### src/tmsw_regs.svh
// Register offsets, field positions, reset values and timing counts of the switch control bank
`ifndef TMSW_REGS_SVH
`define TMSW_REGS_SVH
`define TMSW_OFS_CHSEL 8'h00
`define TMSW_OFS_OUTCTL 8'h01
`define TMSW_OFS_INCTL 8'h02
`define TMSW_OFS_TERM 8'h03
`define TMSW_OFS_AUX 8'h04
`define TMSW_OFS_HPW 8'h05
`define TMSW_RST_CHSEL 8'h00
`define TMSW_RST_OUTCTL 8'h07
`define TMSW_RST_INCTL 8'h02
`define TMSW_RST_TERM 8'h0f
`define TMSW_RST_AUX 8'h07
`define TMSW_RST_HPW 8'h05
`define TMSW_MASK_CHSEL 8'h07
`define TMSW_MASK_OUTCTL 8'h0f
`define TMSW_MASK_INCTL 8'h03
`define TMSW_MASK_TERM 8'hff
`define TMSW_MASK_AUX 8'h07
`define TMSW_MASK_HPW 8'hff
`define TMSW_BIT_CHANNEL_SOURCE_SEL 2
`define TMSW_BIT_OE_SRC 3
`define TMSW_BIT_OE 2
`define TMSW_BIT_OCL 1
`define TMSW_BIT_OTO 0
`define TMSW_BIT_EQ 1
`define TMSW_BIT_POL 0
`define TMSW_BIT_DDC 1
`define TMSW_BIT_CEC 0
`define TMSW_TERM_AUTO 4'h0
`define TMSW_TERM_MANUAL 4'hf
`define TMSW_ADDR_HI 5'h12
`define TMSW_HP_STEP_MS 24
`define TMSW_CLK_HZ 100000000
`define TMSW_HP_STEP_CYC (`TMSW_HP_STEP_MS * (`TMSW_CLK_HZ / 1000))
`endif

### src/tmsw_pkg.sv
// Types shared by the switch control bank
package tmsw_pkg;
   // Decoded settings driven toward the analog switch
   typedef struct packed {
      logic [1:0] channel; // Active input, 0=A .. 3=D
      logic out_en;
      logic out_current_level; // 0: 10 mA, 1: 20 mA
      logic out_termination_on;
      logic eq_boost_choice; // 0: 6 dB, 1: 18 dB
      logic input_polarity_invert;
      logic [3:0] in_term_on; // Per input termination, bit0=A
      logic ddc_buffer_on;
      logic cec_buffer_on;
   } tmsw_ctrl_t;
   // Serial slave states
   typedef enum logic [2:0] {
      TMSW_IDLE, TMSW_DEVADR, TMSW_ACK, TMSW_REGADR, TMSW_WDATA, TMSW_RDATA, TMSW_RACK
   } tmsw_state_t;
endpackage : tmsw_pkg

### src/tmsw_ctrl.sv
// Two-wire slave register bank and control decode for a four-to-one link switch
`timescale 1ns/1ns
`include "tmsw_regs.svh"
module tmsw_ctrl
   import tmsw_pkg::*;
#(
   parameter int unsigned HP_STEP_CYC = `TMSW_HP_STEP_CYC
)
(
   input wire logic i_mclk,
   input wire logic i_sys_rst,
   input wire logic i_reset_pin_n,
   input wire logic [1:0] i_addr_strap,
   input wire logic [1:0] i_sel_pins,
   input wire logic i_out_enable_pin,
   input wire logic i_scl,
   input wire logic i_sda,
   output logic o_sda_oe,
   output logic o_sda_out,
   output tmsw_ctrl_t o_ctrl,
   output logic o_hotplug_low
);
   // Register storage
   logic [7:0] chsel_ff, outctl_ff, inctl_ff, term_ff, aux_ff, hpw_ff;
   // Serial line sampling for edge detection
   logic scl_ff, sda_ff;
   // Slave state
   tmsw_state_t state_ff, nxt_state;
   logic [7:0] shift_ff; // Incoming / outgoing byte
   logic [3:0] bit_cnt_ff; // Bits moved in the current byte
   logic [7:0] ptr_ff; // Register pointer
   logic rnw_ff; // Current transfer is a read
   logic addr_phase_ff; // Next written byte is the pointer
   logic sda_oe_ff, sda_out_ff;
   // Outputs and hot-plug timing
   tmsw_ctrl_t ctrl_ff;
   logic [1:0] prev_chan_ff;
   logic chan_valid_ff; // Blocks a pulse on the first cycle after reset
   logic [7:0] hp_steps_ff; // Remaining pulse steps
   logic [31:0] hp_cyc_ff; // Cycles left in the current step
   logic hp_low_ff;

   // Combined reset: system reset or the reset pin
   wire rst = i_sys_rst | ~i_reset_pin_n;

   // Line events
   wire scl_rise = i_scl & ~scl_ff;
   wire scl_fall = ~i_scl & scl_ff;
   wire start_cond = scl_ff & i_scl & sda_ff & ~i_sda;
   wire stop_cond = scl_ff & i_scl & ~sda_ff & i_sda;
   wire [6:0] my_addr = {`TMSW_ADDR_HI, i_addr_strap};
   wire [7:0] shift_in = {shift_ff[6:0], i_sda};

   // Masked read value for an offset
   function automatic logic [7:0] rd_val(input logic [7:0] ofs, input logic [7:0] c0,
      input logic [7:0] c1, input logic [7:0] c2, input logic [7:0] c3,
      input logic [7:0] c4, input logic [7:0] c5);
      case (ofs)
         `TMSW_OFS_CHSEL: rd_val = c0 & `TMSW_MASK_CHSEL;
         `TMSW_OFS_OUTCTL: rd_val = c1 & `TMSW_MASK_OUTCTL;
         `TMSW_OFS_INCTL: rd_val = c2 & `TMSW_MASK_INCTL;
         `TMSW_OFS_TERM: rd_val = c3 & `TMSW_MASK_TERM;
         `TMSW_OFS_AUX: rd_val = c4 & `TMSW_MASK_AUX;
         `TMSW_OFS_HPW: rd_val = c5 & `TMSW_MASK_HPW;
         default: rd_val = 8'h00;
      endcase
   endfunction : rd_val

   wire [7:0] rd_data = rd_val(ptr_ff, chsel_ff, outctl_ff, inctl_ff, term_ff, aux_ff, hpw_ff);
   // A data byte completes on this rising clock edge
   wire byte_done = scl_rise & (bit_cnt_ff == 4'h7);
   wire wr_stb = byte_done & (state_ff == TMSW_WDATA) & ~addr_phase_ff;

   // Next state of the slave
   always_comb
   begin
      nxt_state = state_ff;
      case (state_ff)
         TMSW_IDLE: nxt_state = state_ff;
         TMSW_DEVADR:
            if (byte_done)
               nxt_state = (shift_in[7:1] == my_addr) ? TMSW_ACK : TMSW_IDLE;
         TMSW_ACK:
            if (scl_fall & sda_oe_ff)
               nxt_state = rnw_ff ? TMSW_RDATA : TMSW_WDATA;
         TMSW_WDATA:
            if (byte_done)
               nxt_state = TMSW_ACK;
         TMSW_REGADR: nxt_state = TMSW_WDATA;
         TMSW_RDATA:
            if (byte_done)
               nxt_state = TMSW_RACK;
         TMSW_RACK:
            if (scl_rise)
               nxt_state = i_sda ? TMSW_IDLE : TMSW_RDATA;
         default: nxt_state = TMSW_IDLE;
      endcase
      if (start_cond)
         nxt_state = TMSW_DEVADR;
      else if (stop_cond)
         nxt_state = TMSW_IDLE;
   end

   // Line sampling
   always_ff @(posedge i_mclk)
   begin
      scl_ff <= rst ? 1'b1 : i_scl;
      sda_ff <= rst ? 1'b1 : i_sda;
   end

   // Slave sequencing: shifting, pointer and acknowledge drive
   always_ff @(posedge i_mclk)
   begin
      if (rst)
      begin
         state_ff <= TMSW_IDLE;
         shift_ff <= 8'h00;
         bit_cnt_ff <= 4'h0;
         ptr_ff <= 8'h00;
         rnw_ff <= 1'b0;
         addr_phase_ff <= 1'b0;
         sda_oe_ff <= 1'b0;
         sda_out_ff <= 1'b0;
      end
      else
      begin
         state_ff <= nxt_state;
         if (start_cond | stop_cond)
         begin
            bit_cnt_ff <= 4'h0;
            sda_oe_ff <= 1'b0;
         end
         else if (scl_rise & (state_ff != TMSW_ACK) & (state_ff != TMSW_RACK))
         begin
            // Sample one bit, MSB first; during a read the byte moves out on falling
            // edges only, so shifting here as well would skip every other bit
            if (state_ff != TMSW_RDATA)
               shift_ff <= shift_in;
            bit_cnt_ff <= byte_done ? 4'h0 : bit_cnt_ff + 4'h1;
            if (byte_done & (state_ff == TMSW_DEVADR))
            begin
               rnw_ff <= i_sda;
               addr_phase_ff <= ~i_sda;
            end
            if (byte_done & (state_ff == TMSW_WDATA))
            begin
               // First written byte is the pointer, later bytes auto-increment it
               if (addr_phase_ff)
                  ptr_ff <= shift_in;
               else
                  ptr_ff <= ptr_ff + 8'h01;
               addr_phase_ff <= 1'b0;
            end
            if (byte_done & (state_ff == TMSW_RDATA))
               ptr_ff <= ptr_ff + 8'h01;
         end
         else if (scl_fall)
         begin
            // Drive acknowledge or read data after the falling edge
            if (state_ff == TMSW_ACK & ~sda_oe_ff)
            begin
               sda_oe_ff <= 1'b1;
               sda_out_ff <= 1'b0;
            end
            // Load a fresh read byte only at its first bit, after an acknowledge
            else if ((nxt_state == TMSW_RDATA) & (bit_cnt_ff == 4'h0))
            begin
               sda_oe_ff <= ~rd_data[7];
               sda_out_ff <= 1'b0;
               shift_ff <= {rd_data[6:0], 1'b1};
            end
            else if (state_ff == TMSW_RDATA & bit_cnt_ff != 4'h0)
            begin
               sda_oe_ff <= ~shift_ff[7];
               shift_ff <= {shift_ff[6:0], 1'b1};
            end
            else
               sda_oe_ff <= 1'b0;
         end
      end
   end

   // Register writes; reserved bits keep what is written, unused bits are dropped
   always_ff @(posedge i_mclk)
   begin
      if (rst)
      begin
         chsel_ff <= `TMSW_RST_CHSEL;
         outctl_ff <= `TMSW_RST_OUTCTL;
         inctl_ff <= `TMSW_RST_INCTL;
         term_ff <= `TMSW_RST_TERM;
         aux_ff <= `TMSW_RST_AUX;
         hpw_ff <= `TMSW_RST_HPW;
      end
      else if (wr_stb)
      begin
         case (ptr_ff)
            `TMSW_OFS_CHSEL: chsel_ff <= shift_in & `TMSW_MASK_CHSEL;
            `TMSW_OFS_OUTCTL: outctl_ff <= shift_in & `TMSW_MASK_OUTCTL;
            `TMSW_OFS_INCTL: inctl_ff <= shift_in & `TMSW_MASK_INCTL;
            `TMSW_OFS_TERM: term_ff <= shift_in;
            `TMSW_OFS_AUX: aux_ff <= shift_in & `TMSW_MASK_AUX;
            `TMSW_OFS_HPW: hpw_ff <= shift_in;
            default: chsel_ff <= chsel_ff;
         endcase
      end
   end

   // Control decode
   wire [1:0] chan = chsel_ff[`TMSW_BIT_CHANNEL_SOURCE_SEL] ? chsel_ff[1:0] : i_sel_pins;
   wire oe = outctl_ff[`TMSW_BIT_OE_SRC] ? outctl_ff[`TMSW_BIT_OE] : i_out_enable_pin;
   wire term_manual = (term_ff[7:4] == `TMSW_TERM_MANUAL);
   wire [3:0] term_auto = 4'h1 << chan;
   wire [3:0] term_on = term_manual ? term_ff[3:0] : term_auto;
   tmsw_ctrl_t nxt_ctrl;
   assign nxt_ctrl = '{
      channel: chan,
      out_en: oe,
      out_current_level: outctl_ff[`TMSW_BIT_OCL],
      out_termination_on: outctl_ff[`TMSW_BIT_OTO],
      eq_boost_choice: inctl_ff[`TMSW_BIT_EQ],
      input_polarity_invert: inctl_ff[`TMSW_BIT_POL],
      in_term_on: term_on,
      ddc_buffer_on: aux_ff[`TMSW_BIT_DDC],
      cec_buffer_on: aux_ff[`TMSW_BIT_CEC]
   };

   // Registered control outputs
   always_ff @(posedge i_mclk)
   begin
      if (rst)
         ctrl_ff <= '0;
      else
         ctrl_ff <= nxt_ctrl;
   end

   // Hot-plug pulse: count of steps, each HP_STEP_CYC cycles long
   // A new switch during a running pulse restarts it from the full width
   always_ff @(posedge i_mclk)
   begin
      if (rst)
      begin
         prev_chan_ff <= 2'h0;
         chan_valid_ff <= 1'b0;
         hp_steps_ff <= 8'h00;
         hp_cyc_ff <= 32'h0;
         hp_low_ff <= 1'b0;
      end
      else
      begin
         prev_chan_ff <= chan;
         chan_valid_ff <= 1'b1;
         if (chan_valid_ff & (chan != prev_chan_ff) & (hpw_ff != 8'h00))
         begin
            hp_steps_ff <= hpw_ff;
            hp_cyc_ff <= HP_STEP_CYC - 1;
            hp_low_ff <= 1'b1;
         end
         else if (hp_low_ff)
         begin
            if (hp_cyc_ff != 32'h0)
               hp_cyc_ff <= hp_cyc_ff - 32'h1;
            else if (hp_steps_ff == 8'h01)
            begin
               hp_steps_ff <= 8'h00;
               hp_low_ff <= 1'b0;
            end
            else
            begin
               hp_steps_ff <= hp_steps_ff - 8'h01;
               hp_cyc_ff <= HP_STEP_CYC - 1;
            end
         end
      end
   end

   // Every output comes straight from a flip-flop
   assign o_sda_oe = sda_oe_ff;
   assign o_sda_out = sda_out_ff;
   assign o_ctrl = ctrl_ff;
   assign o_hotplug_low = hp_low_ff;
endmodule : tmsw_ctrl

### config.mk
export PLATFORM = sky130hd
export DESIGN_NAME = tmsw_ctrl
export DESIGN_NICKNAME = d
export VERILOG_FILES = /design/src/tmsw_pkg.sv /design/src/tmsw_ctrl.sv
export VERILOG_INCLUDE_DIRS = /design/src
export SDC_FILE = /design/constraint.sdc
export NUM_CORES = 1
export LEC_CHECK = 0
export ABC_CLOCK_PERIOD_IN_PS = 2440
export BUFFER_PORTS_ARGS = -buffer_cell sky130_fd_sc_hd__buf_4
export CAP_MARGIN = 15
export CORE_ASPECT_RATIO = 1.4
export CORE_MARGIN = 3
export CORE_UTILIZATION = 38
export DETAILED_ROUTE_END_ITERATION = 7
export GPL_TIMING_DRIVEN = 0
export RECOVER_POWER = 50
export SLEW_MARGIN = 20
export SYNTH_ARGS = -nofsm -noshare
export SYNTH_HDL_FRONTEND = slang
export SYNTH_SLANG_ARGS = --single-unit
### constraint.sdc
create_clock -name i_mclk -period 2.44 [get_ports i_mclk]
set_clock_uncertainty 0.15 [all_clocks]
set_input_delay 0.488 -clock i_mclk [delete_from_list [all_inputs] [get_ports i_mclk]]
set_output_delay 0.488 -clock i_mclk [all_outputs]
set_load 0.02 [all_outputs]
Yosys cells after proc, flatten, opt, wreduce, memory -nomap -nowiden

Cells that the tools add are included.

Register bits after elaboration: 112
Output and inout port bits: 16
Logic and storage cells: 167

$add $sub $neg: 4
Eq/ne operators: 25
Shift-type cells: 1
Multiplexer cells: 45
Bitwise logic cells: 33
Reduce and logical (&&, ||, !) cells: 29

Operators with widths:

| cell                                                                  | count |
|---|---|
| 8-bit 2-to-1 mux                                                      | 13 |
| 32-bit 2-to-1 mux                                                     | 2 |
| 8-bit one-hot mux with 6 select lines                                 | 1 |
| 22-bit 2-to-1 mux                                                     | 2 |
| 32-bit nonzero test                                                   | 1 |
| 32-bit by 1-bit subtractor with 32-bit output, second input constant  | 1 |
| 3-bit 2-to-1 mux                                                      | 8 |
| 3-bit one-hot mux with 7 select lines                                 | 1 |
| 1-bit AND                                                             | 20 |
| 2-bit AND reduction                                                   | 10 |
| 8-bit by 1-bit equality test with 1-bit output, second input constant | 2 |
| 8-bit by 2-bit equality test with 1-bit output, second input constant | 2 |
| 8-bit by 3-bit equality test with 1-bit output, second input constant | 2 |
| 1-bit 2-to-1 mux                                                      | 14 |
| 3-bit equality test, second input constant                            | 4 |
| 1-bit NOT                                                             | 11 |
| 2-bit nonzero test                                                    | 5 |
| 3-bit != test, second input constant                                  | 3 |
| 3-bit AND reduction                                                   | 3 |
| 8-bit by 1-bit adder with 8-bit output, second input constant         | 1 |
| 8-bit zero test                                                       | 1 |
| 4-bit 2-to-1 mux                                                      | 2 |
| 8-bit nonzero test                                                    | 1 |
| 8-bit by 1-bit subtractor with 8-bit output, second input constant    | 1 |
| 20 further kinds                                                      | 26 |

Logic depth before layout (Yosys ltp)

Gate-level depths: netlist (run 1).

Depth after elaboration: 13
Gate-level depth with buffers: 10
Depth with buffers taken out: 8

Worst setup path before layout (run 1)

Ideal clock, no wire load.

Path kind: reg-to-reg
From: reg bit_cnt_ff[0]
To: reg hpw_ff[2]
Library setup time: 0.129 ns
Arrival: 2.302 ns
Data required time: 2.161 ns
Slack: -0.141 ns
Stages on the path, launching flop included: 8
Period minus slack after synthesis: 2.581 ns
Cells stage by stage: dfxtp_1 -> ha_1 -> nand3b_1 -> or3_4 -> or4_1 -> nor2_2 -> mux2i_1 -> nand2_1

Cells in the longest elaborated chain, start to end: 5

RTL lines:

| element                                        | RTL line         | RTL |
|---|---|---|
| start, declared                                | tmsw_ctrl.sv:30  | `logic [3:0] bit_cnt_ff;` |
| start signal, assigned                         | tmsw_ctrl.sv:139 | `bit_cnt_ff <= byte_done ? 4'h0 : bit_cnt_ff + 4'h1;` |
| 4-bit by 3-bit equality test with 1-bit output | tmsw_ctrl.sv:71  | `wire byte_done = scl_rise & (bit_cnt_ff == 4'h7);` |
| 1-bit AND                                      | tmsw_ctrl.sv:71  |  |
| 1-bit AND (2 in a row)                         | tmsw_ctrl.sv:72  | `wire wr_stb = byte_done & (state_ff == TMSW_WDATA) & ~addr_phase_ff;` |
| 2-bit AND reduction (no line)                  | --               |  |
| end signal, assigned                           | tmsw_ctrl.sv:193 | `` hpw_ff <= `TMSW_RST_HPW; `` |
| end signal, assigned                           | tmsw_ctrl.sv:203 | `` `TMSW_OFS_HPW: hpw_ff <= shift_in; `` |
| end, declared                                  | tmsw_ctrl.sv:24  | `logic [7:0] chsel_ff, outctl_ff, inctl_ff, term_ff, aux_ff, hpw_ff;` |

No other way between the ends.
A chain may end at the register's enable or synchronous reset.

Worst setup path in the final report (run 1)

From: reg hp_cyc_ff[12]
To: reg hp_cyc_ff[5]

Cells in the longest elaborated chain, start to end: 4
Elaborated cells on any way between the ends: 6
Classes of those cells: eq/ne: 1; mux: 3; reduce/logical: 2

RTL lines:

| element                 | RTL line         | RTL |
|---|---|---|
| start, declared         | tmsw_ctrl.sv:40  | `logic [31:0] hp_cyc_ff;` |
| start signal, assigned  | tmsw_ctrl.sv:256 | `hp_cyc_ff <= HP_STEP_CYC - 1;` |
| start signal, assigned  | tmsw_ctrl.sv:262 | `hp_cyc_ff <= hp_cyc_ff - 32'h1;` |
| start signal, assigned  | tmsw_ctrl.sv:271 | `hp_cyc_ff <= HP_STEP_CYC - 1;` |
| 32-bit nonzero test (*) | tmsw_ctrl.sv:261 | `if (hp_cyc_ff != 32'h0)` |
| 32-bit 2-to-1 mux       | tmsw_ctrl.sv:261 |  |
| 22-bit 2-to-1 mux       | tmsw_ctrl.sv:259 | `else if (hp_low_ff)` |
| 22-bit 2-to-1 mux       | tmsw_ctrl.sv:253 | `if (chan_valid_ff & (chan != prev_chan_ff) & (hpw_ff != 8'h00))` |

Every way passes the cells marked *; elsewhere a longest branch is shown, timed or not. The select of a mux whose other input is x is not followed.

==> metrics.cfg, run 1 <==
[global_routing]
grt_pass1_wl_mm = 27.14
grt_pass1_vias = 5369
grtUsageTotal_pct = 20.91
antenna_found_initial = 0
grt_max_degree = 19
grt_overflow = 0

[layout]
multiInputGateArea_mm2 = 0.003521
num-fill-cells = 1436
register_area_mm2 = 0.002248
fin_nets = 792
num_antenna_cells = 0
drive_gt1_share_pct = 20.46
areaGrowthSynthToFinish_pct = 23.03

[pwr]
power_frac_clock_pct = 38.3
intPower_mw = 2.943
combPwrFrac_pct = 15.3
p_seq_share_pct = 46.4
ir_drop_mv = 0.3085
p_per_area_mw_per_mm2 = 575.3
p_sw_mw = 1.113
netSwitchingFraction_pct = 27.44
p_leak_nw = 2.513

[critical_path]
crit_path_start_kind = flop
crit_end = hp_cyc_ff[5]$_SDFFE_PN0P_
worst-path-max-fanout = 8
crit_chain = nor4_4, nand2_2, buf_4, or4_4, a21oi_4, buf_6, nor2_2, o211a_1
cp.arrival_ns = 2.57
end_kind = flop
critPathSlowestCell = or4_4
critPathKind = reg2reg
rr_startpoint = hp_cyc_ff[12]$_SDFFE_PN0P_
crit_start = hp_cyc_ff[12]$_SDFFE_PN0P_
critical_path_required_ns = 2.55
reg2reg_depth = 8
rr_endpoint = hp_cyc_ff[5]$_SDFFE_PN0P_
slowest_delay_ns = 0.51
ff2ff_setup_slack_ns = -0.02

[route]
drc = 0
firstDrtPassIters = 7
dr_total_vias = 5575
via_per_inst = 5.771
wl_per_cell_um = 17.71
finalWirelength_mm = 17.11
first_iter_violations = 394
ant_nets = 0

[timing]
fin_hold_ws_ns = 0.2109
setup_viol = 2
min_period_ns = 2.463
slew_violations = 0
max_freq_ghz = 0.4061
fin_crit_sh_pct = 100.9
fin_ws_ns = -0.02251
max_slew.worst_pin.slew_ns = 0.7161
rsz0062_at_grt = true
relSlewSlack_pct = 52.26
hold_viol_final = 0

[die]
core-area_mm2 = 0.01464
start_util_pct = 39.15
fp.dieH_um = 151.3
ios = 26
fp.dieArea_mm2 = 0.01661
die_x_um = 109.8
rows = 52

[placed_design]
port_buffers = 24
place.gp.congestion = 0.9185
pre_cts_ws_ns = -0.5694
dp_hpwl_mm = 11.81

[synthesis]
syn_inst = 693
synth_area_leaders = dfxtp_1 39%, nor2_1 4.5%, nand3_1 4.1%
synth_top_area_share_pct = 38.78
synth_area_mm2 = 0.005730
synth_top_area_cell = dfxtp_1
synth_seq_cells = 111
yosysWarnings = 0
avgSynthCellArea_um2 = 8.269
synth.yosys.seq_area_share_pct = 38.78
async_reset_ff_share_pct = 0
synth_nets = 713
synth-edff-count = 0
ys_types = 67
synth_top_flop_cell = dfxtp_1

[run]
drv_cap = 0

[clock_tree]
cts_root_buf = clkbuf_16
cts-htree-levels = 3
cts_sinks = 111
clock_latency_ns = 0.36
clk_pin_slew_ns = 0.08
cts_tree = built
max-clock-path-buffers = 2
cts_buffers = 9
cts.hold.buffers_added = 0

[hold_path]
hold_path_class = in2reg

[status]
status = complete, but fails checks
failed_checks = setup timing

repair_timing:
action,CTS,global route
cloned,1,0
resized for setup,38,52
endpoints found under the setup margin,81,65
pin swaps,17,17
hold endpoints to repair,0,0
buffers inserted,26,18
per-layer routing:
| metal | vias to the layer above | wire length [um] | GRT usage [%] |
|---|---|---|---|
| met5 | - | 0 | 0 |
| met2 | 192 | 8990 | 37.15 |
| li1 | 2668 | - | - |
| met4 | 0 | 629 | 10.29 |
| met3 | 50 | 786 | 3.625 |
| met1 | 2665 | 6703 | 23.71 |
worst min path at each step:
stage | from | slack (ns) | cells past startpoint | end
detailed placement | inctl_ff[0]$_SDFFE_PN0P_ | 0.32 | 2 | inctl_ff[0]$_SDFFE_PN0P_
finish | i_out_enable_pin | 0.21 | 3 | o_ctrl[10]$_SDFF_PN0_
CTS | i_out_enable_pin | 0.21 | 3 | o_ctrl[10]$_SDFF_PN0_
global placement | term_ff[5]$_SDFFE_PN0P_ | 0.31 | 2 | term_ff[5]$_SDFFE_PN0P_
floorplan | inctl_ff[0]$_SDFFE_PN0P_ | 0.29 | 2 | inctl_ff[0]$_SDFFE_PN0P_
global route | i_out_enable_pin | 0.24 | 3 | o_ctrl[10]$_SDFF_PN0_
critical path, delay by kind of cell (launching register included):
| kind | cells | cell delay [ns] |
|---|---|---|
| compound gates | 2 | 0.48 |
| buf+inv | 2 | 0.32 |
| simple gates | 4 | 1.04 |
| flops | 1 | 0.37 |
kinds of logic (layout without fill, tap and decap cells):
family / count (synthesis) / in the layout / synth area share (%)
simple gates: 320 / 320 / 30.35
other cells: 1 / 1 / 0.06544
buf+inv: 57 / 141 / 4.520
compound gates: 147 / 147 / 16.44
xor+xnor: 25 / 25 / 3.821
flops: 111 / 111 / 38.78
fa+ha+maj: 10 / 10 / 2.183
mux: 22 / 22 / 3.843
power groups by stage:
stage | registers, mW | clock network (mW) | logic [mW]
2_1_floorplan | 1.93 | 0 | 0.340
3_3_place_gp | 1.92 | 0 | 0.470
3_5_place_dp | 1.92 | 0 | 0.480
4_1_cts | 1.88 | 1.58 | 0.560
5_1_grt | 1.89 | 1.66 | 0.671
6_report | 1.88 | 1.55 | 0.621
synthesized netlist by cell type (3+ instances only):
library cell  instances
a221oi_1              4
or3b_2                5
nand2_1              62
ha_1                 10
nor3_1               31
and2_1                8
nand4_1              10
o21a_1                8
or2_2                 3
o21ai_0              29
o31ai_1               5
nor2_1               69
o211ai_1              3
a21oi_1              40
mux2i_1              22
inv_1                15
nor3b_1               4
nand3b_1              6
nand3_1              47
nor4_4                4
nor4_1               14
xor2_1               10
nor2b_1               6
dfxtp_1             111
or4_1                 8
nand2b_1             10
a31oi_1              23
xnor2_1              15
or3_1                 6
a22oi_1              13
clkbuf_1             35
and3_1                5
buf_6                 5
registers in the layout (all words and copies together), names as in the netlist, 3 cells and up:
| signal | flops |
|---|---|
| aux_ff | 3 |
| bit_cnt_ff | 4 |
| chsel_ff | 3 |
| hp_cyc_ff | 32 |
| hp_steps_ff | 8 |
| hpw_ff | 8 |
| o_ctrl | 11 |
| outctl_ff | 4 |
| ptr_ff | 8 |
| shift_ff | 8 |
| state_ff | 3 |
| term_ff | 8 |
cells in the final DEF, fill, tap and decap left out, drive strengths merged, types with 3 or more instances in the layout:
cell,instances
dfxtp,111
nor2,71
nand2,64
clkbuf,63
buf,58
nand3,47
a21oi,41
nor3,31
o21ai,30
a31oi,23
mux2i,22
nor4,20
inv,17
xnor2,15
a22oi,13
nand4,11
xor2,10
nand2b,10
ha,10
or4,10
o21a,8
or3,8
and2,8
nor2b,6
nand3b,6
and3,5
o31ai,5
or3b,5
nor3b,5
a221oi,4
o211ai,3
or2,3
a21o,3
through the flow:
stage | instances | power [mW] | TNS, ns | cell area [um2] | utilization, %
3_5_place_dp | 906 | 2.403 | -26.09 | 6168 | 42.14
3_3_place_gp | 906 | 2.392 | -22.56 | 6168 | 42.14
6_report | 966 | 4.056 | -0.02524 | 7051 | 48.16
2_1_floorplan | 693 | 2.266 | 0 | 5752 | -
4_1_cts | 948 | 4.021 | 0 | 6843 | 46.74
5_1_grt | 966 | 4.218 | -1.731 | 7051 | 48.16
area by class of cell:
cell class / instances / share of cell area [%]
buffer: 41 / 2.893
clock buffer: 11 / 3.443
clock inverter: 5 / 0.8873
inverter: 15 / 0.7986
multi-input combinational: 525 / 49.94
sequential: 111 / 31.89
tap: 189 / 3.354
timing repair buffer: 69 / 6.797
No activity file was read; power rests on OpenSTA's default activity.
==> inputs of run 2 (changes only) <==
--- a/config.mk
+++ b/config.mk
@@ -6,6 +6,7 @@
 export SDC_FILE = /design/constraint.sdc
 export NUM_CORES = 1
 export LEC_CHECK = 0
+export ABC_AREA = 1
 export ABC_CLOCK_PERIOD_IN_PS = 2440
 export BUFFER_PORTS_ARGS = -buffer_cell sky130_fd_sc_hd__buf_4
 export CAP_MARGIN = 15
==> metrics.cfg, run 2 <==
[synthesis]
syn_inst = 904  ; was 693
synth_top_flop_cell = dfxtp_1  ; unchanged
synth_top_area_cell = dfxtp_1  ; unchanged
synth_area_mm2 = 0.006153  ; was 0.005730 mm2
avgSynthCellArea_um2 = 6.807  ; was 8.269 um2
async_reset_ff_share_pct = 0  ; unchanged
synth_nets = 924  ; was 713
ys_types = 51  ; was 67
synth_most_common_cell = nand2_1  ; was dfxtp_1
synth_seq_cells = 111  ; unchanged
synth_common_cells = 188 x nand2_1, 129 x nor2_1, 111 x dfxtp_1  ; was 111 x dfxtp_1, 69 x nor2_1, 62 x nand2_1
synth_area_leaders = dfxtp_1 36%, nand2_1 11%, nor2_1 7.9%  ; was dfxtp_1 39%, nor2_1 4.5%, nand3_1 4.1%
synth.yosys.seq_area_share_pct = 36.11  ; was 38.78%
synth_top_area_share_pct = 36.11  ; was 38.78%
yosysWarnings = 0  ; unchanged
synth-edff-count = 0  ; unchanged

[die]
fp.dieArea_mm2 = 0.01778  ; was 0.01661 mm2
start_util_pct = 39.09  ; was 39.15%
die_x_um = 113.5  ; was 109.8 um
rows = 54  ; was 52
core-area_mm2 = 0.01574  ; was 0.01464 mm2
ios = 26  ; unchanged
fp.dieH_um = 156.6  ; was 151.3 um

[route]
drc = 0  ; unchanged
via_per_inst = 5.091  ; was 5.771
first_iter_violations = 361  ; was 394
firstDrtPassIters = 6  ; was 7
finalWirelength_mm = 16.57  ; was 17.11 mm
dr_total_vias = 5804  ; was 5575
wl_per_cell_um = 14.54  ; was 17.71 um
ant_nets = 0  ; unchanged

[timing]
setup_viol = 0  ; was 2
slew_violations = 0  ; unchanged
max_freq_ghz = 0.4430  ; was 0.4061 GHz
fin_crit_sh_pct = 92.52  ; was 100.9%
relSlewSlack_pct = 48.82  ; was 52.26%
min_period_ns = 2.258  ; was 2.463 ns
fin_hold_ws_ns = 0.2223  ; was 0.2109 ns
rsz0062_at_grt = false  ; was true
hold_viol_final = 0  ; unchanged
max_slew.worst_pin.slew_ns = 0.7614  ; was 0.7161 ns

[global_routing]
grt_max_degree = 22  ; was 19
grt_use_met3_pct = 2.901  ; was 3.625%
use_met2_pct = 35.44  ; was 37.15%
grt_overflow = 0  ; unchanged
use_met1_pct = 22.63  ; was 23.71%
antenna_found_initial = 0  ; unchanged
grtUsageTotal_pct = 19.45  ; was 20.91%
grt_pass1_wl_mm = 27.43  ; was 27.14 mm
top_usage_layer = met2  ; unchanged
grt_pass1_vias = 5538  ; was 5369

[clock_tree]
max-clock-path-buffers = 2  ; unchanged
cts-htree-levels = 3  ; unchanged
post_cts_buffers = 0  ; was 26
cts_root_buf = clkbuf_16  ; unchanged
cts_buffers = 9  ; unchanged
cts_sinks = 111  ; unchanged
cts_tree = built  ; unchanged
clock_latency_ns = 0.37  ; was 0.36 ns
clk_pin_slew_ns = 0.08  ; about the same
cts_resized = 0  ; was 38
cts.hold.buffers_added = 0  ; unchanged

[layout]
num_antenna_cells = 0  ; unchanged
areaGrowthSynthToFinish_pct = 11.10  ; was 23.03%
layout_common_cells = 190 x nand2_1, 131 x nor2_1, 111 x dfxtp_1  ; was 100 x dfxtp_1, 69 x nor2_1, 59 x nand2_1
largest_register_ffs = 32  ; unchanged
drive_gt1_share_pct = 10.59  ; was 20.46%
final_common_cell = nand2_1  ; was dfxtp_1
multiInputGateArea_mm2 = 0.003349  ; was 0.003521 mm2
register_area_mm2 = 0.002222  ; was 0.002248 mm2
final_cells = 1140  ; was 966
fin_nets = 959  ; was 792
regMostFlops = hp_cyc_ff  ; unchanged
num-fill-cells = 1672  ; was 1436

[critical_path]
crit_path_start_kind = flop  ; unchanged
end_kind = flop  ; unchanged
critPathBufInv = 0  ; was 2
slowest_delay_ns = 0.38  ; was 0.51 ns
cp.arrival_ns = 2.35  ; was 2.57 ns
crit_chain = nor2_1, nand2_1, nor3_1, nand2_1, nor2_4, nor2_4, o21ai_0, a21oi_1  ; was nor4_4, nand2_2, buf_4, or4_4, a21oi_4, buf_6, nor2_2, o211a_1
critPathSlowestCell = nor3_1  ; was or4_4
critical-path-top-delay-family = simple AND/OR/NAND/NOR gates  ; unchanged
critical_path_required_ns = 2.53  ; was 2.55 ns
critPathKind = reg2reg  ; unchanged
worst-path-max-fanout = 8  ; unchanged

[placed_design]
port_buffers = 24  ; unchanged
placedCellCount = 1124  ; was 906
place.gp.congestion = 0.9369  ; was 0.9185
dp_hpwl_mm = 12.78  ; was 11.81 mm

[pwr]
totalPowerFinal_mw = 4.105  ; was 4.056 mW
p_leak_nw = 3.001  ; was 2.513 nW
ir_drop_mv = 0.3343  ; was 0.3085 mV
p_per_area_mw_per_mm2 = 600.5  ; was 575.3 mW/mm2

[hold_path]
hold_path_class = in2reg  ; unchanged

[status]
status = finished clean  ; was complete, but fails checks

[run]
drv_cap = 0  ; unchanged

## run 2: logic make-up after synthesis
| family | count (synthesis) | share of synthesized area, % |
|---|---|---|
| other cells | 1 | 0.06094 |
| fa+ha+maj | 10 | 2.033 |
| simple gates | 452 | 33.69 |
| compound gates | 164 | 15.66 |
| xor+xnor | 22 | 3.131 |
| flops | 111 | 36.11 |
| buf+inv | 144 | 9.313 |
## run 2: layout make-up
type	instances	share of cell area [%]
Buffer	17	1.281
Clock buffer	9	3.294
Clock inverter	7	1.464
Inverter	127	7.064
Multi-Input combinational cell	649	48.99
Sequential cell	111	32.50
Tap cell	196	3.587
Timing Repair Buffer	24	1.812
## run 2: worst reg2reg max path, cell delays in order, from the launching register on
cell     delay (ns)
dfxtp_1        0.35
nor2_1         0.22
nand2_1        0.14
nor3_1         0.38
nand2_1        0.22
nor2_4         0.23
nor2_4         0.09
o21ai_0        0.28
a21oi_1        0.08
## run 2: per-layer routing
layer	vias up	part of all wire, %	routed length [um]
li1	3015	-	-
met1	2650	43	7048
met2	111	52	8544
met3	28	3.4	563
met4	0	2.5	418
met5	-	0	0
## run 2: power by group
group	internal, mW	total, mW	leakage (nW)	switching, mW
clock	0.832	1.62	0.158	0.785
combinational	0.196	0.616	1.94	0.420
sequential	1.84	1.87	0.899	0.0306
## run 2: path summary, 6_finish.rpt
path	to	depth (start not counted)	slack, ns	startpoint
worst max-delay path	hp_steps_ff[1]$_SDFFE_PN0P_	8	0.18	hp_cyc_ff[10]$_SDFFE_PN0P_
worst min-delay path	scl_ff$_SDFF_PN1_	3	0.22	i_scl
worst max register to register	hp_steps_ff[1]$_SDFFE_PN0P_	8	0.18	hp_cyc_ff[10]$_SDFFE_PN0P_
worst min register to register	o_ctrl[7]$_SDFF_PN0_	2	0.30	inctl_ff[1]$_SDFFE_PN1P_
## run 2: through the flow
step           setup slack, ns  util (%)  setup TNS (ns)  instance area [um2]
6_report                0.1824     43.43               0                 6837
5_1_grt               0.006547     43.43               0                 6837
4_1_cts                 0.2045     43.90               0                 6910
3_5_place_dp          -0.06959     41.83         -0.4126                 6585
3_3_place_gp          -0.07288     41.79         -0.3643                 6579
2_1_floorplan           0.5751         -               0                 6153
==> inputs of run 3 (changes only) <==
--- a/config.mk
+++ b/config.mk
@@ -12,10 +12,11 @@
 export CAP_MARGIN = 15
 export CORE_ASPECT_RATIO = 1.4
 export CORE_MARGIN = 3
-export CORE_UTILIZATION = 38
+export CORE_UTILIZATION = 32
 export DETAILED_ROUTE_END_ITERATION = 7
 export GPL_TIMING_DRIVEN = 0
 export RECOVER_POWER = 50
+export SETUP_SLACK_MARGIN = 0.5
 export SLEW_MARGIN = 20
 export SYNTH_ARGS = -nofsm -noshare
 export SYNTH_HDL_FRONTEND = slang
==> metrics.cfg, run 3 (synthesis gave the netlist of run 2 again) <==
[status]
status = finished clean  ; unchanged

[layout]
final_common_cell = nand2_1  ; unchanged
layout_common_cells = 165 x nand2_1, 119 x nor2_1, 99 x inv_1  ; was 190 x nand2_1, 131 x nor2_1, 111 x dfxtp_1
num-fill-cells = 1988  ; was 1672
regMostFlops = hp_cyc_ff  ; unchanged
largest_register_ffs = 32  ; unchanged
design_area_mm2 = 0.007732  ; was 0.006837 mm2
drive_gt1_share_pct = 24.17  ; was 10.59%
num_antenna_cells = 0  ; unchanged
fin_nets = 1004  ; was 959
areaGrowthSynthToFinish_pct = 25.66  ; was 11.10%

[hold_path]
holdPathEnd = scl_ff$_SDFF_PN1_  ; unchanged
hold_path_class = in2reg  ; unchanged
hold_depth = 3  ; unchanged
min_from = i_scl  ; unchanged

[die]
fp.dieArea_mm2 = 0.02095  ; was 0.01778 mm2
ios = 26  ; unchanged
start_util_pct = 32.82  ; was 39.09%
die_x_um = 123.2  ; was 113.5 um
fp.dieH_um = 170.1  ; was 156.6 um
rows = 59  ; was 54
core-area_mm2 = 0.01875  ; was 0.01574 mm2

[critical_path]
ff2ff_setup_slack_ns = 0.38  ; was 0.18 ns
rr_endpoint = hp_cyc_ff[9]$_SDFFE_PN0P_  ; was hp_steps_ff[1]$_SDFFE_PN0P_
critPathKind = reg2reg  ; unchanged
crit_path_start_kind = flop  ; unchanged
end_kind = flop  ; unchanged
worst-path-max-fanout = 5  ; was 8
critical_path_required_ns = 2.59  ; was 2.53 ns
cp.arrival_ns = 2.21  ; was 2.35 ns
rr_startpoint = hp_cyc_ff[27]$_SDFFE_PP0P_  ; was hp_cyc_ff[10]$_SDFFE_PN0P_
crit_start = hp_cyc_ff[27]$_SDFFE_PP0P_  ; was hp_cyc_ff[10]$_SDFFE_PN0P_
reg2reg_depth = 14  ; was 8

[timing]
max_slew.worst_pin.slew_ns = 0.8032  ; was 0.7614 ns
relSlewSlack_pct = 46.01  ; was 48.82%
rsz0062_at_grt = true  ; was false
setup_viol = 0  ; unchanged
min_period_ns = 2.062  ; was 2.258 ns
hold_viol_final = 0  ; unchanged
max_freq_ghz = 0.4850  ; was 0.4430 GHz
fin_crit_sh_pct = 84.49  ; was 92.52%
slew_violations = 0  ; unchanged
fin_hold_ws_ns = 0.2204  ; was 0.2223 ns

[clock_tree]
clock_latency_ns = 0.36  ; was 0.37 ns
cts-htree-levels = 3  ; unchanged
cts_root_buf = clkbuf_16  ; unchanged
cts_tree = built  ; unchanged
cts.hold.buffers_added = 0  ; unchanged
cts_sinks = 111  ; unchanged
clk_pin_slew_ns = 0.08  ; about the same
cts_buffers = 9  ; unchanged
max-clock-path-buffers = 2  ; unchanged

[global_routing]
grt_pass1_wl_mm = 27.69  ; was 27.43 mm
grt_max_degree = 20  ; was 22
antenna_found_initial = 0  ; unchanged
grtUsageTotal_pct = 16.67  ; was 19.45%
grt_pass1_vias = 5676  ; was 5538
grt_overflow = 0  ; unchanged

[route]
drc = 0  ; unchanged
ant_nets = 0  ; unchanged
firstDrtPassIters = 4  ; was 6
first_iter_violations = 347  ; was 361
wl_per_cell_um = 14.30  ; was 14.54 um
via_per_inst = 4.931  ; was 5.091
finalWirelength_mm = 17.63  ; was 16.57 mm
dr_total_vias = 6080  ; was 5804

[pwr]
p_per_area_mw_per_mm2 = 547.7  ; was 600.5 mW/mm2
p_leak_nw = 3.333  ; was 3.001 nW
ir_drop_mv = 0.3529  ; was 0.3343 mV

[placed_design]
place.gp.congestion = 0.8738  ; was 0.9369
place_area_mm2 = 0.006645  ; was 0.006585 mm2
port_buffers = 24  ; unchanged
dp_hpwl_mm = 12.72  ; was 12.78 mm

[run]
drv_cap = 0  ; unchanged

[run 3: cell types whose count changed in the layout (fill, tap and decap cells not counted), moves of 6 or more]
cell,change
buf_4,+38
dfxtp_1,-21
dfxtp_2,+16
inv_1,-8
inv_2,+6
nand2_1,-25
nand2_2,+17
nand3_1,-7
nand3_2,+6
nor2_1,-12
nor2_4,+12
[run 3: report_power, final]
group,total [mW],internal [mW],leakage [nW],switching [mW]
Sequential,1.87,1.84,0.911,0.0359
Combinational,0.789,0.303,2.27,0.487
Clock,1.57,0.819,0.147,0.753
Total,4.24,2.96,3.33,1.28
[run 3: how the worst max path moves through the flow]
| stage | slack [ns] | depth (start not counted) | end |
|---|---|---|---|
| detailed placement | 0.04 | 6 | hp_steps_ff[0]$_SDFFE_PN0P_ |
| global route | 0.21 | 14 | hp_cyc_ff[9]$_SDFFE_PN0P_ |
| floorplan | 0.58 | 10 | hpw_ff[6]$_SDFFE_PN0P_ |
| global placement | -0.04 | 6 | hp_cyc_ff[0]$_SDFFE_PN0P_ |
| finish | 0.38 | 14 | hp_cyc_ff[9]$_SDFFE_PN0P_ |
| CTS | 0.42 | 11 | hpw_ff[6]$_SDFFE_PN0P_ |
[run 3: layer usage]
layer | vias to the layer above | GRT usage [%] | share of wire, %
li1 | 3113 | - | -
met1 | 2801 | 19.43 | 42
met3 | 39 | 1.928 | 3.2
met2 | 127 | 29.76 | 52
met4 | 0 | 8.241 | 3.5
met5 | - | 0 | 0
[run 3: final cells by class]
class / count / area (um2) / area share (%)
multi-input combinational: 649 / 3741 / 48.38
sequential: 111 / 2261 / 29.24
timing repair buffer: 69 / 513.0 / 6.634
inverter: 127 / 491.7 / 6.359
tap: 244 / 305.3 / 3.948
clock buffer: 10 / 229.0 / 2.961
buffer: 17 / 113.9 / 1.472
clock inverter: 6 / 77.57 / 1.003
[run 3: critical path, cell delays in order (launching register included)]
cell and delay [ns]:
dfxtp_1 0.32, inv_1 0.09, nand2_1 0.08, nor2_1 0.25, nand3_2 0.09, nor2_1 0.11, nand3_1 0.16, clkinv_4 0.13
nand2_8 0.06, nand2_8 0.10, nand2_8 0.07, clkbuf_16 0.15, nand2_1 0.06, nand3_1 0.08, o21ai_1 0.10
[run 3: what timing repair did]
| action | 4_1_cts | 5_1_grt |
|---|---|---|
| buffers inserted | 15 | 27 |
| cloned | 1 | 2 |
| resized for setup | 37 | 127 |
| setup endpoints to repair | 83 | 83 |
| pin swaps | 18 | 45 |
[run 3: metrics by stage]
stage	utilization [%]	instances	power, mW	TNS [ns]	setup slack (ns)
after floorplan	-	904	2.367	0	0.5751
after detailed placement	35.44	1172	2.530	0	0.04214
after global placement	35.41	1172	2.530	-0.1310	-0.03865
after CTS	38.34	1204	4.140	0	0.4155
after global routing	41.24	1233	4.411	0	0.2065
final	41.24	1233	4.235	0	0.3783
